<file path="src/flash_ctrl_pkg.sv">
`default_nettype none
package flash_ctrl_pkg;
	// timing
	localparam int CLK_PERIOD_NS = 100;
	localparam int T_LATCH_US    = 500;
	localparam int T_OFF_US      = 500;
	localparam int T_PROT_US     = 1400;
	localparam int T_QUARTER_MS  = 250;
	localparam int T_TEST_US     = 10;
	localparam int LATCH_CYC     = T_LATCH_US * 1000 / CLK_PERIOD_NS;
	localparam int OFF_CYC       = T_OFF_US * 1000 / CLK_PERIOD_NS;
	localparam int PROT_CYC      = T_PROT_US * 1000 / CLK_PERIOD_NS;
	localparam int QUARTER_CYC   = T_QUARTER_MS * 1000000 / CLK_PERIOD_NS;
	localparam int TEST_CYC      = (T_TEST_US * 1000 + CLK_PERIOD_NS - 1) / CLK_PERIOD_NS;
	// widths
	localparam int CNT_W  = 16;
	localparam int SAFE_W = 22;
	localparam int TEST_W = 8;
	// pulse counts
	localparam logic [4:0] EDGE_NONE     = 5'h00;
	localparam logic [4:0] EDGE_DATA_MAX = 5'h10;
	localparam logic [4:0] EDGE_ADDR_MIN = 5'h11;
	localparam logic [4:0] EDGE_ADDR_MAX = 5'h14;
	localparam logic [4:0] EDGE_SAT      = 5'h1F;
	// register addresses
	localparam logic [1:0] ADDR_TORCH  = 2'h0;
	localparam logic [1:0] ADDR_SAFETY = 2'h1;
	localparam logic [1:0] ADDR_ENABLE = 2'h2;
	localparam logic [1:0] ADDR_RATIO  = 2'h3;
	// stored value is data code minus one
	localparam logic [3:0] DEF_TORCH     = 4'h0;
	localparam logic [3:0] DEF_SAFETY    = 4'h4;
	localparam logic [3:0] DEF_ENABLE    = 4'h3;
	localparam logic [3:0] DEF_RATIO     = 4'h0;
	localparam logic [3:0] SAFE_OFF      = 4'h0;
	localparam logic [3:0] SAFE_MAXQ     = 4'h7;
	localparam logic [3:0] ENABLE_ON_MIN = 4'h2;
	localparam logic [3:0] RATIO_MAX     = 4'h3;
	// led drive modes
	localparam logic [1:0] DRV_OFF   = 2'h0;
	localparam logic [1:0] DRV_TORCH = 2'h1;
	localparam logic [1:0] DRV_FLASH = 2'h2;

	typedef enum logic [5:0] {
		ST_SHDN  = 6'h01,
		ST_TEST  = 6'h02,
		ST_READY = 6'h04,
		ST_FLASH = 6'h08,
		ST_DONE  = 6'h10,
		ST_FAULT = 6'h20
	} mode_t;

	typedef struct packed {
		logic              en_s1;
		logic              en_s2;
		logic              en_d;
		logic              trg_s1;
		logic              trg_s2;
		logic              trg_d;
		logic              inh_s1;
		logic              inh_s2;
		logic              low_s1;
		logic              low_s2;
		logic              ovp_s1;
		logic              ovp_s2;
		logic              hot_s1;
		logic              hot_s2;
		logic              shd_s1;
		logic              shd_s2;
		mode_t             state;
		logic              enabled;
		logic              chan_dis;
		logic [4:0]        edges;
		logic [CNT_W-1:0]  hi_cnt;
		logic [CNT_W-1:0]  lo_cnt;
		logic [CNT_W-1:0]  flt_cnt;
		logic [CNT_W-1:0]  hot_cnt;
		logic [TEST_W-1:0] test_cnt;
		logic [SAFE_W-1:0] safe_cnt;
		logic [3:0]        quarters;
		logic [1:0]        addr;
		logic [3:0][3:0]   reg_val;
		logic [3:0]        reg_set;
		logic [1:0]        drive;
		logic [3:0]        step;
		logic [1:0]        ratio;
	} ctrl_state_t;

	localparam ctrl_state_t RST_STATE = '{state: ST_SHDN, default: '0};
endpackage
`default_nettype wire

</file>
<file path="src/flash_led_pulse_count_control.sv">
`default_nettype none
module flash_led_pulse_count_control
	import flash_ctrl_pkg::*;
#(
	parameter int LATCH_CYCLES   = flash_ctrl_pkg::LATCH_CYC,
	parameter int OFF_CYCLES     = flash_ctrl_pkg::OFF_CYC,
	parameter int PROT_CYCLES    = flash_ctrl_pkg::PROT_CYC,
	parameter int QUARTER_CYCLES = flash_ctrl_pkg::QUARTER_CYC
) (
	// clock and reset
	input  wire logic       core_clk,
	input  wire logic       sys_rst,
	// host pins
	input  wire logic       en_set_pin,
	input  wire logic       flash_trigger_in,
	input  wire logic       flash_inhibit_in,
	// analog comparators
	input  wire logic       led_sink_pin_low,
	input  wire logic       output_at_ovp,
	input  wire logic       over_temp,
	input  wire logic       led_sink_pin_short_ok,
	// drive controls
	output logic            boost_enable,
	output logic            test_current_en,
	output logic [1:0]      led_drive_mode,
	output logic [3:0]      current_step,
	output logic [1:0]      flash_ratio_sel,
	// status
	output logic            latched_off,
	output logic            channel_disabled
);
	import flash_ctrl_pkg::*;

	localparam logic [CNT_W-1:0]  LAT_MAX  = CNT_W'(LATCH_CYCLES);
	localparam logic [CNT_W-1:0]  OFF_MAX  = CNT_W'(OFF_CYCLES);
	localparam logic [CNT_W-1:0]  PROT_MAX = CNT_W'(PROT_CYCLES);
	localparam logic [SAFE_W-1:0] QTR_LAST = SAFE_W'(QUARTER_CYCLES - 1);
	localparam logic [TEST_W-1:0] TST_LAST = TEST_W'(TEST_CYC - 1);

	ctrl_state_t q;
	ctrl_state_t n;

	logic       en_rise;
	logic       trg_rise;
	logic       latch_now;
	logic       shut_now;
	logic       fault_now;
	logic       safe_expire;
	logic [3:0] safety_idx;
	logic [3:0] safe_limit;

	assign en_rise     = q.en_s2 & ~q.en_d;
	assign trg_rise    = q.trg_s2 & ~q.trg_d;
	assign latch_now   = q.en_s2 && q.hi_cnt == LAT_MAX && q.edges != EDGE_NONE;
	assign shut_now    = !q.en_s2 && q.lo_cnt == OFF_MAX && q.enabled;
	assign fault_now   = q.state != ST_SHDN && (q.flt_cnt == PROT_MAX || q.hot_cnt == PROT_MAX);
	assign safety_idx  = q.reg_set[ADDR_SAFETY] ? q.reg_val[ADDR_SAFETY] : DEF_SAFETY;
	assign safe_limit  = (safety_idx > SAFE_MAXQ) ? SAFE_MAXQ : safety_idx;
	assign safe_expire = q.state == ST_FLASH && safe_limit != SAFE_OFF && q.quarters == safe_limit;

	always_comb begin
		logic [3:0] torch_idx;
		logic [3:0] enable_idx;
		logic [3:0] ratio_idx;
		torch_idx  = DEF_TORCH;
		enable_idx = DEF_ENABLE;
		ratio_idx  = DEF_RATIO;
		n = q;
		// synchronisers
		n.en_s1  = en_set_pin;
		n.en_s2  = q.en_s1;
		n.en_d   = q.en_s2;
		n.trg_s1 = flash_trigger_in;
		n.trg_s2 = q.trg_s1;
		n.trg_d  = q.trg_s2;
		n.inh_s1 = flash_inhibit_in;
		n.inh_s2 = q.inh_s1;
		n.low_s1 = led_sink_pin_low;
		n.low_s2 = q.low_s1;
		n.ovp_s1 = output_at_ovp;
		n.ovp_s2 = q.ovp_s1;
		n.hot_s1 = over_temp;
		n.hot_s2 = q.hot_s1;
		n.shd_s1 = led_sink_pin_short_ok;
		n.shd_s2 = q.shd_s1;
		// high and low time of the enable pin
		if (q.en_s2) begin
			n.lo_cnt = '0;
			if (q.hi_cnt != LAT_MAX) begin
				n.hi_cnt = q.hi_cnt + 1'b1;
			end
		end else begin
			n.hi_cnt = '0;
			if (q.lo_cnt != OFF_MAX) begin
				n.lo_cnt = q.lo_cnt + 1'b1;
			end
		end
		if (en_rise && q.edges != EDGE_SAT) begin
			n.edges = q.edges + 1'b1;
		end
		// protection delay counters
		if (q.state != ST_SHDN && q.ovp_s2 && q.low_s2) begin
			if (q.flt_cnt != PROT_MAX) begin
				n.flt_cnt = q.flt_cnt + 1'b1;
			end
		end else begin
			n.flt_cnt = '0;
		end
		if (q.state != ST_SHDN && q.hot_s2) begin
			if (q.hot_cnt != PROT_MAX) begin
				n.hot_cnt = q.hot_cnt + 1'b1;
			end
		end else begin
			n.hot_cnt = '0;
		end
		// latched count decode
		if (latch_now) begin
			n.edges = EDGE_NONE;
			if (q.edges >= EDGE_ADDR_MIN && q.edges <= EDGE_ADDR_MAX) begin
				n.addr = 2'(q.edges - EDGE_ADDR_MIN);
			end else if (q.edges <= EDGE_DATA_MAX) begin
				n.reg_val[q.addr] = 4'(q.edges - 1'b1);
				n.reg_set[q.addr] = 1'b1;
			end
		end
		// mode sequencing
		case (q.state)
			ST_SHDN: begin
				n.state = ST_SHDN;
			end
			ST_TEST: begin
				n.test_cnt = q.test_cnt + 1'b1;
				if (q.test_cnt == TST_LAST) begin
					n.chan_dis = !q.shd_s2;
					n.state    = ST_READY;
				end
			end
			ST_READY, ST_DONE: begin
				if (trg_rise) begin
					n.state    = ST_FLASH;
					n.safe_cnt = '0;
					n.quarters = '0;
				end
			end
			ST_FLASH: begin
				if (q.safe_cnt == QTR_LAST) begin
					n.safe_cnt = '0;
					n.quarters = q.quarters + 1'b1;
				end else begin
					n.safe_cnt = q.safe_cnt + 1'b1;
				end
				if (!q.trg_s2 || safe_expire) begin
					n.state = ST_DONE;
				end
			end
			ST_FAULT: begin
				n.state = ST_FAULT;
			end
			default: begin
				n.state = ST_SHDN;
			end
		endcase
		if (fault_now) begin
			n.state = ST_FAULT;
		end
		if (en_rise && !q.enabled) begin
			n.enabled  = 1'b1;
			n.addr     = ADDR_TORCH;
			n.state    = ST_TEST;
			n.test_cnt = '0;
			n.chan_dis = 1'b0;
		end
		if (shut_now) begin
			n.enabled = 1'b0;
			n.state   = ST_SHDN;
			n.addr    = ADDR_TORCH;
			n.reg_val = '0;
			n.reg_set = '0;
			n.edges   = EDGE_NONE;
		end
		// unwritten registers read as defaults
		if (n.reg_set[ADDR_TORCH]) begin
			torch_idx = n.reg_val[ADDR_TORCH];
		end
		if (n.reg_set[ADDR_ENABLE]) begin
			enable_idx = n.reg_val[ADDR_ENABLE];
		end
		if (n.reg_set[ADDR_RATIO]) begin
			ratio_idx = n.reg_val[ADDR_RATIO];
		end
		if (ratio_idx > RATIO_MAX) begin
			ratio_idx = RATIO_MAX;
		end
		// drive outputs
		n.drive = DRV_OFF;
		n.step  = DEF_TORCH;
		n.ratio = 2'(ratio_idx);
		if (!n.chan_dis) begin
			if (n.state == ST_READY && enable_idx >= ENABLE_ON_MIN) begin
				n.drive = DRV_TORCH;
				n.step  = torch_idx;
			end else if (n.state == ST_FLASH && q.inh_s2) begin
				n.drive = DRV_TORCH;
				n.step  = DEF_TORCH;
			end else if (n.state == ST_FLASH) begin
				n.drive = DRV_FLASH;
				n.step  = torch_idx;
			end
		end
	end

	always_ff @(posedge core_clk) begin
		if (sys_rst) begin
			q <= RST_STATE;
		end else begin
			q <= n;
		end
	end

	assign boost_enable     = q.state != ST_SHDN && q.state != ST_FAULT;
	assign test_current_en  = q.state == ST_TEST;
	assign led_drive_mode   = q.drive;
	assign current_step     = q.step;
	assign flash_ratio_sel  = q.ratio;
	assign latched_off      = q.state == ST_FAULT;
	assign channel_disabled = q.chan_dis;

	flash_start_a: assert property (@(posedge core_clk) disable iff (sys_rst)
		(q.state == ST_READY && trg_rise && !fault_now && !shut_now && q.enabled)
		|=> q.state == ST_FLASH)
		else $error("flash did not start on trigger rise");

	inhibit_torch_a: assert property (@(posedge core_clk) disable iff (sys_rst)
		q.inh_s2 ##1 (q.state == ST_FLASH && !q.chan_dis)
		|-> (led_drive_mode == DRV_TORCH && current_step == DEF_TORCH))
		else $error("inhibit did not reduce flash to default torch");

	no_torch_after_a: assert property (@(posedge core_clk) disable iff (sys_rst)
		(q.state == ST_DONE) |-> led_drive_mode == DRV_OFF)
		else $error("torch resumed after flash");

	fault_latch_a: assert property (@(posedge core_clk) disable iff (sys_rst)
		(q.state == ST_FAULT && !shut_now) |=> q.state == ST_FAULT)
		else $error("fault latch released without enable cycle");

	thermal_off_a: assert property (@(posedge core_clk) disable iff (sys_rst)
		(q.state != ST_SHDN && q.hot_s2 && !shut_now) [*2] ##0 (q.hot_cnt == PROT_MAX)
		|=> latched_off)
		else $error("over-temperature did not latch off");

	flash_end_a: assert property (@(posedge core_clk) disable iff (sys_rst)
		(q.state == ST_FLASH && (!q.trg_s2 || safe_expire)) |=> q.state != ST_FLASH)
		else $error("flash did not end");

	addr_select_a: assert property (@(posedge core_clk) disable iff (sys_rst)
		(latch_now && q.edges == EDGE_ADDR_MIN + 5'h02 && !shut_now) |=> q.addr == ADDR_ENABLE)
		else $error("nineteen edges did not select address two");

	data_write_a: assert property (@(posedge core_clk) disable iff (sys_rst)
		(latch_now && q.edges == 5'h05 && !shut_now)
		|=> (q.reg_val[$past(q.addr)] == 4'h4 && q.reg_set[$past(q.addr)]))
		else $error("data count not written to addressed register");

	count_ignore_a: assert property (@(posedge core_clk) disable iff (sys_rst)
		(latch_now && q.edges > EDGE_ADDR_MAX && !shut_now)
		|=> ($stable(q.addr) && $stable(q.reg_val) && q.edges == EDGE_NONE))
		else $error("oversized count changed state");

	shutdown_clear_a: assert property (@(posedge core_clk) disable iff (sys_rst)
		shut_now |=> (q.reg_set == 4'h0 && q.reg_val == '0 && q.addr == ADDR_TORCH && !boost_enable))
		else $error("shutdown did not clear registers");
endmodule
`default_nettype wire
</file>
<file path="config.mk">
export PLATFORM = sky130hd
export DESIGN_NAME = flash_led_pulse_count_control
export DESIGN_NICKNAME = d
export VERILOG_FILES = /design/src/flash_ctrl_pkg.sv /design/src/flash_led_pulse_count_control.sv
export SDC_FILE = /design/constraint.sdc
export NUM_CORES = 1
export LEC_CHECK = 0
export ABC_AREA = 0
export BUFFER_PORTS_ARGS = -buffer_cell sky130_fd_sc_hd__buf_4
export CORE_UTILIZATION = 50
export CTS_CLUSTER_DIAMETER = 120
export DETAILED_ROUTE_END_ITERATION = 16
export GPL_TIMING_DRIVEN = 0
export PLACE_DENSITY = 0.73
export SETUP_SLACK_MARGIN = 0.2
export SLEW_MARGIN = 30
export SYNTH_ARGS = -nofsm -noshare
export SYNTH_HDL_FRONTEND = slang
export SYNTH_SLANG_ARGS = --single-unit
</file>
<file path="constraint.sdc">
create_clock -name core_clk -period 7.1 [get_ports core_clk]
set_input_delay 0.355 -clock core_clk [delete_from_list [all_inputs] [get_ports core_clk]]
set_output_delay 0.355 -clock core_clk [all_outputs]
set_load 0.01 [all_outputs]
</file>
Word-level counts from Yosys, hierarchy flattened
Index checks and enable logic that the tools add are counted.

word-level totals
  bits in registers = 157
  output and inout bits = 12
  bits of input ports = 9
  word-level logic and storage cells = 160

cells by class
  bitwise gates (word level) = 9
  mux-type cells = 31
  reduce and logical (&&, ||, !) cells = 41
  eq/ne operators = 23
  order comparisons = 8
  add/subtract/negate cells = 10

operators by type and width
  kind                                                               count
  20-bit 2-to-1 mux                                                  4
  16-bit by 1-bit adder with 16-bit output, second input constant    4
  26-bit one-hot mux with 2 select lines                             1
  16-bit by 13-bit == test with 1-bit output, second input constant  2
  16-bit by 14-bit == test with 1-bit output, second input constant  2
  16-bit by 13-bit != test with 1-bit output, second input constant  2
  16-bit by 14-bit != test with 1-bit output, second input constant  2
  6-bit 2-to-1 mux                                                   5
  4-bit 2-to-1 mux                                                   7
  26-bit 2-to-1 mux                                                  1
  6-bit one-hot mux with 4 select lines                              1
  22-bit by 1-bit adder with 22-bit output, second input constant    1
  22-bit == test, second input constant                              1
  22-bit 2-to-1 mux                                                  1
  1-bit logical AND                                                  17
  16-bit bitwise mux                                                 1
  2-bit OR reduction                                                 8
  6-bit by 3-bit == test with 1-bit output, second input constant    2
  6-bit by 4-bit == test with 1-bit output, second input constant    2
  5-bit <= comparator, second input constant                         2
  5-bit 2-to-1 mux                                                   2
  8-bit by 1-bit adder with 8-bit output, second input constant      1
  4-bit demux with 2-bit select                                      1
  8-bit by 7-bit == test with 1-bit output, second input constant    1
  other kinds (36)                                                   51

Longest topological paths before layout
  depth after elaboration = 16
  depth in mapped cells = 9
  mapped depth without buffers = 8

Worst setup path before layout
No wires, ideal clock.

  kind = reg2reg
  from = reg q[128] (netlist bit)
  to = reg q (netlist bit flash_ratio_sel[0])
  buffers on the path = 0
  clock period less this slack = 2253 ps
  data required time = 7030 ps
  setup time = 70 ps
  setup slack = 4847 ps
  arrival = 2183 ps
  cell stages (with the launch flop) = 9
  cells stage by stage = dfxtp_1 -> inv_1 -> ha_1 -> inv_1 -> o41ai_1 -> nor2_1 -> nand4_1 -> mux2_2 -> a21oi_1

between the ends
  cells in the longest elaborated chain, start to end = 9
  elaborated cells on any way between the ends = 15
  classes of those cells = 1 x add/sub; 4 x order compare; 7 x mux; 3 x reduce/logical

RTL lines
  item                                                      RTL line                              RTL
  start, declared                                           flash_led_pulse_count_control.sv:40   ctrl_state_t q;
  start signal, assigned                                    flash_led_pulse_count_control.sv:216  q <= n;
  4-bit by 1-bit subtractor with 4-bit output               flash_led_pulse_count_control.sv:122  n.reg_val[q.addr] = 4'(q.edges - 1'b1);
  16-bit bitwise mux                                        flash_led_pulse_count_control.sv:122
  20-bit 2-to-1 mux                                         flash_led_pulse_count_control.sv:121  end else if (q.edges <= EDGE_DATA_MAX) begin
  20-bit 2-to-1 mux                                         flash_led_pulse_count_control.sv:119  if (q.edges >= EDGE_ADDR_MIN && q.edges <= EDGE_ADDR_MAX) begin
  20-bit 2-to-1 mux (*)                                     flash_led_pulse_count_control.sv:117  if (latch_now) begin
  20-bit 2-to-1 mux (*)                                     flash_led_pulse_count_control.sv:173  if (shut_now) begin
  4-bit 2-to-1 mux (*)                                      flash_led_pulse_count_control.sv:188  if (n.reg_set[ADDR_RATIO]) begin
  4-bit by 2-bit greater-than comparator with 1-bit output  flash_led_pulse_count_control.sv:191  if (ratio_idx > RATIO_MAX) begin
  2-bit 2-to-1 mux (*)                                      flash_led_pulse_count_control.sv:191

Every way passes the cells marked *; elsewhere a longest branch is shown, timed or not.
A chain may end at the register's enable or synchronous reset.

Worst setup path after layout
  from = reg q[34] (netlist bit)
  to = reg q[46] (netlist bit)

between the ends
  cells in the longest elaborated chain, start to end = 3
  elaborated cells on any way between the ends = 4
  classes of those cells = 1 x add/sub; 1 x eq/ne; 2 x mux

RTL lines
  item                                                                               RTL line                                                                    RTL
  22-bit by 1-bit adder with 22-bit output / 22-bit == test (equally long branches)  flash_led_pulse_count_control.sv:150, flash_led_pulse_count_control.sv:146
  22-bit 2-to-1 mux (*)                                                              flash_led_pulse_count_control.sv:146                                        if (q.safe_cnt == QTR_LAST) begin
  26-bit one-hot mux with 2 select lines (*)                                         flash_led_pulse_count_control.sv:127                                        case (q.state)

Marked as above.

==> key figures <==
Yosys
  • Syn_area_per_cell: approximately 8.6 sq um
  • Syn nets: around 850
  • Leading area contributor after synthesis: dfxtp_1
  • Yosys reg bits: between 150 and 200
  • Top-area cell type share of the netlist area: 0.439
  • Sequential element share of the synthesized area: 0.439
  • Post-synth EDFFs: 0
  • Number of synthesis warnings: 0
  • Post-Syn Instances: 826
  • Ys async rst share: 0
  • Synth cell types: 62
  • Mapped Area: around 7000 sq um
  • Largest cells by area after synthesis: dfxtp_1, nor2_1, xor2_1, xnor2_1, nand3_1
  • Prevailing post-synth register cell: dfxtp_1

Clock network
  • Post-CTS Hold Buffers: 0
  • Worst-path clk slew: roughly 60 ps
  • Skew-Pair Late Insertion Delay: between 400 and 500 ps
  • Inserted Clock Buffers: 17
  • Clock root cell: clkbuf_16
  • H-tree levels: 4
  • Clk sinks: 156
  • Setup Buffers After CTS: 0
  • Resized Gates After CTS: 0
  • CTS tree: yes
  • CTS max path bufs: 2

GRT
  • All-layer global routing usage: 0.207
  • Largest net degree at the start of global routing: 17
  • First-pass GRT wire length: 24200 um
  • Global route total overflow: 0
  • Initial antenna violation count: 0
  • Vias in the first global route: between 5000 and 6000

Finish
  • Most common cell after layout, fill and taps aside: dfxtp_1
  • Share of cells above drive strength 1: 0.0923
  • # nets final: 890
  • Most frequent cells in the layout: dfxtp_1, nor2_1, nand2_1, nand3_1, a21oi_1
  • Final core occ: 0.582
  • Layout area overhead: 13.6%
  • Ant diodes: 0

STA
  • RSZ-0062 raised after global routing: no
  • Final number of max-transition violations: 0
  • Fin crit share: 0.376
  • Final Critical Period: about 2700 ps
  • FMAX: ~370 MHz
  • Final Hold Viols: 0
  • Relative slew slack: 0.422
  • Final setup fails: 0
  • Actual slew at the worst max-slew pin: 856 ps
  • Final worst slack: between 4000 and 5000 ps
  • Worst Hold Slack: ~140 ps
  • Clock Skews: slightly below 9 ps
  • Total Neg Setup Slack: 0 ps

Placed design
  • DP HPWL: just under 10000 um
  • Port bufs: 20
  • Gpl congestion: between 0.8 and 0.9
  • Place WS: ~4400 ps

Drt
  • Antenna-violating nets left: 0
  • Vias/cell: roughly 5.4
  • Vias: 5686
  • First-pass iteration count of the detailed router: 5
  • Total Wirelength: roughly 14000 um
  • Routed length per instance: approximately 13 um
  • DRC viols: 0
  • Drt first-iter violations: 283

Critical path
  • Slowest CP cell: clkbuf_1
  • Arrival time at the worst endpoint: 2970 ps
  • Crit start category: register
  • Crit Path Max Fanout: 10
  • Worst reg2reg setup slack: about 4400 ps
  • Worst-path cell chain: ha_1 > and3_1 > nand2_1 > o31a_1 > buf_2 > o21ai_1 > clkbuf_1 > nor2_1
  • Crit Path Category: reg -> reg
  • Crit. End Element: register
  • WP data required: between 7000 and 8000 ps
  • Worst path max stage delay: 450 ps

Outcome
  • Status: finished clean

Pwr
  • Lkg Pwr: between 2 and 3 nW
  • Pwr Density: roughly 230 nW/um^2
  • VDD IR max: between 0.15 and 0.2 mV

Floorplanning
  • Initial core utilization: 0.512
  • Die area: about 15000 sq um
  • Core Area: approximately 14000 sq um
  • Die height: 121 um
  • Row count: 43
  • Die width: 121 um
  • # IOs: 21

Run
  • Maxcap violations: 0

Min path
  • Min-Delay Path Class: in -> reg
[state kept, by name, summed over array words and instances (netlist names), named ones only]
name              count
led_drive_mode        2
n                     9
flash_ratio_sel       2
current_step          4
q                   134
channel_disabled      1
[final timing paths]
kind,startpoint,end,depth (start not counted)
setup reg to reg,q[34],q[46],8
hold reg to reg,n[147],q[147],1
hold / removal,flash_trigger_in,n[152],2
setup / recovery,q[34],q[46],8
[cell families (layout without fill, tap and decap cells)]
logic type	Yosys count	count (layout)	synth area share
AOI/OAI and AO/OA	105	105	0.0896
xor gates and xnor gates	72	72	0.0887
adders and majority gates	16	16	0.0282
buffers and inverters	62	114	0.0387
DFF	156	156	0.439
muxes	19	19	0.0276
and+or+nand+nor	396	396	0.288
[area by class of cell]
type | count | area [sq um]
inverter | 33 | 124
clock buffer | 18 | 429
sequential | 156 | 3120
tap | 180 | 225
buffer | 29 | 151
clock inverter | 14 | 160
multi-input combinational | 608 | 3710
timing repair buffer | 20 | 150
fill | 1259 | 5810
[layer usage]
layer | up-vias | part of all wire | routed length [um] | GRT usage
li1 | 2930 | - | - | -
met1 | 2643 | 0.50 | 7070 | 0.275
met2 | 95 | 0.45 | 6360 | 0.325
met3 | 18 | 0.033 | 466 | 0.0451
met4 | 0 | 0.015 | 210 | 0.0826
met5 | - | 0 | 0 | 0
[worst max-delay path, delay by kind of cell, from the launching register on]
family / cells / cell delay (ps)
DFF: 1 / 390
buffers and inverters: 2 / 640
and+or+nand+nor: 3 / 540
adders and majority gates: 1 / 200
AOI/OAI and AO/OA: 2 / 770
[stage by stage]
step | cell area [sq um] | cells | power [mW]
after floorplan | 7110 | 826 | 0.930
after global placement | 7480 | 1026 | 0.945
after detailed placement | 7480 | 1026 | 0.945
after CTS | 8070 | 1058 | 1.85
after global routing | 8070 | 1058 | 1.89
final | 8070 | 1058 | 1.83
[report_power, final]
| group | total [mW] | internal [mW] | switching (mW) |
|---|---|---|---|
| combinational | 0.0385 | 0.0138 | 0.0247 |
| sequential | 0.887 | 0.882 | 0.00513 |
| clock | 0.907 | 0.525 | 0.382 |
[cells in the mapped netlist (2+ instances only)]
master	instances
clkbuf_1	16
nand3b_1	4
or4_1	6
nor3_1	16
o41ai_1	2
a311oi_1	2
buf_4	8
o21ai_0	23
or3_1	15
o211ai_1	5
nor4bb_1	3
xnor2_1	32
nand2_1	52
nor4b_1	11
xor2_1	40
nor3b_1	7
o31ai_1	2
nor2b_1	19
or4_4	2
or2_2	3
nand3_1	45
a211o_1	3
and4_1	5
and3_1	16
a21oi_1	44
nand2b_1	8
and4b_1	2
mux2i_1	14
dfxtp_1	156
o21ai_1	3
nand4b_1	4
and2_1	5
a31oi_1	5
buf_2	4
inv_1	32
mux2_2	5
nand4_1	19
ha_1	16
a211oi_1	3
nor2_1	143
nor4_1	5
Power figures use the tool's default switching activity.
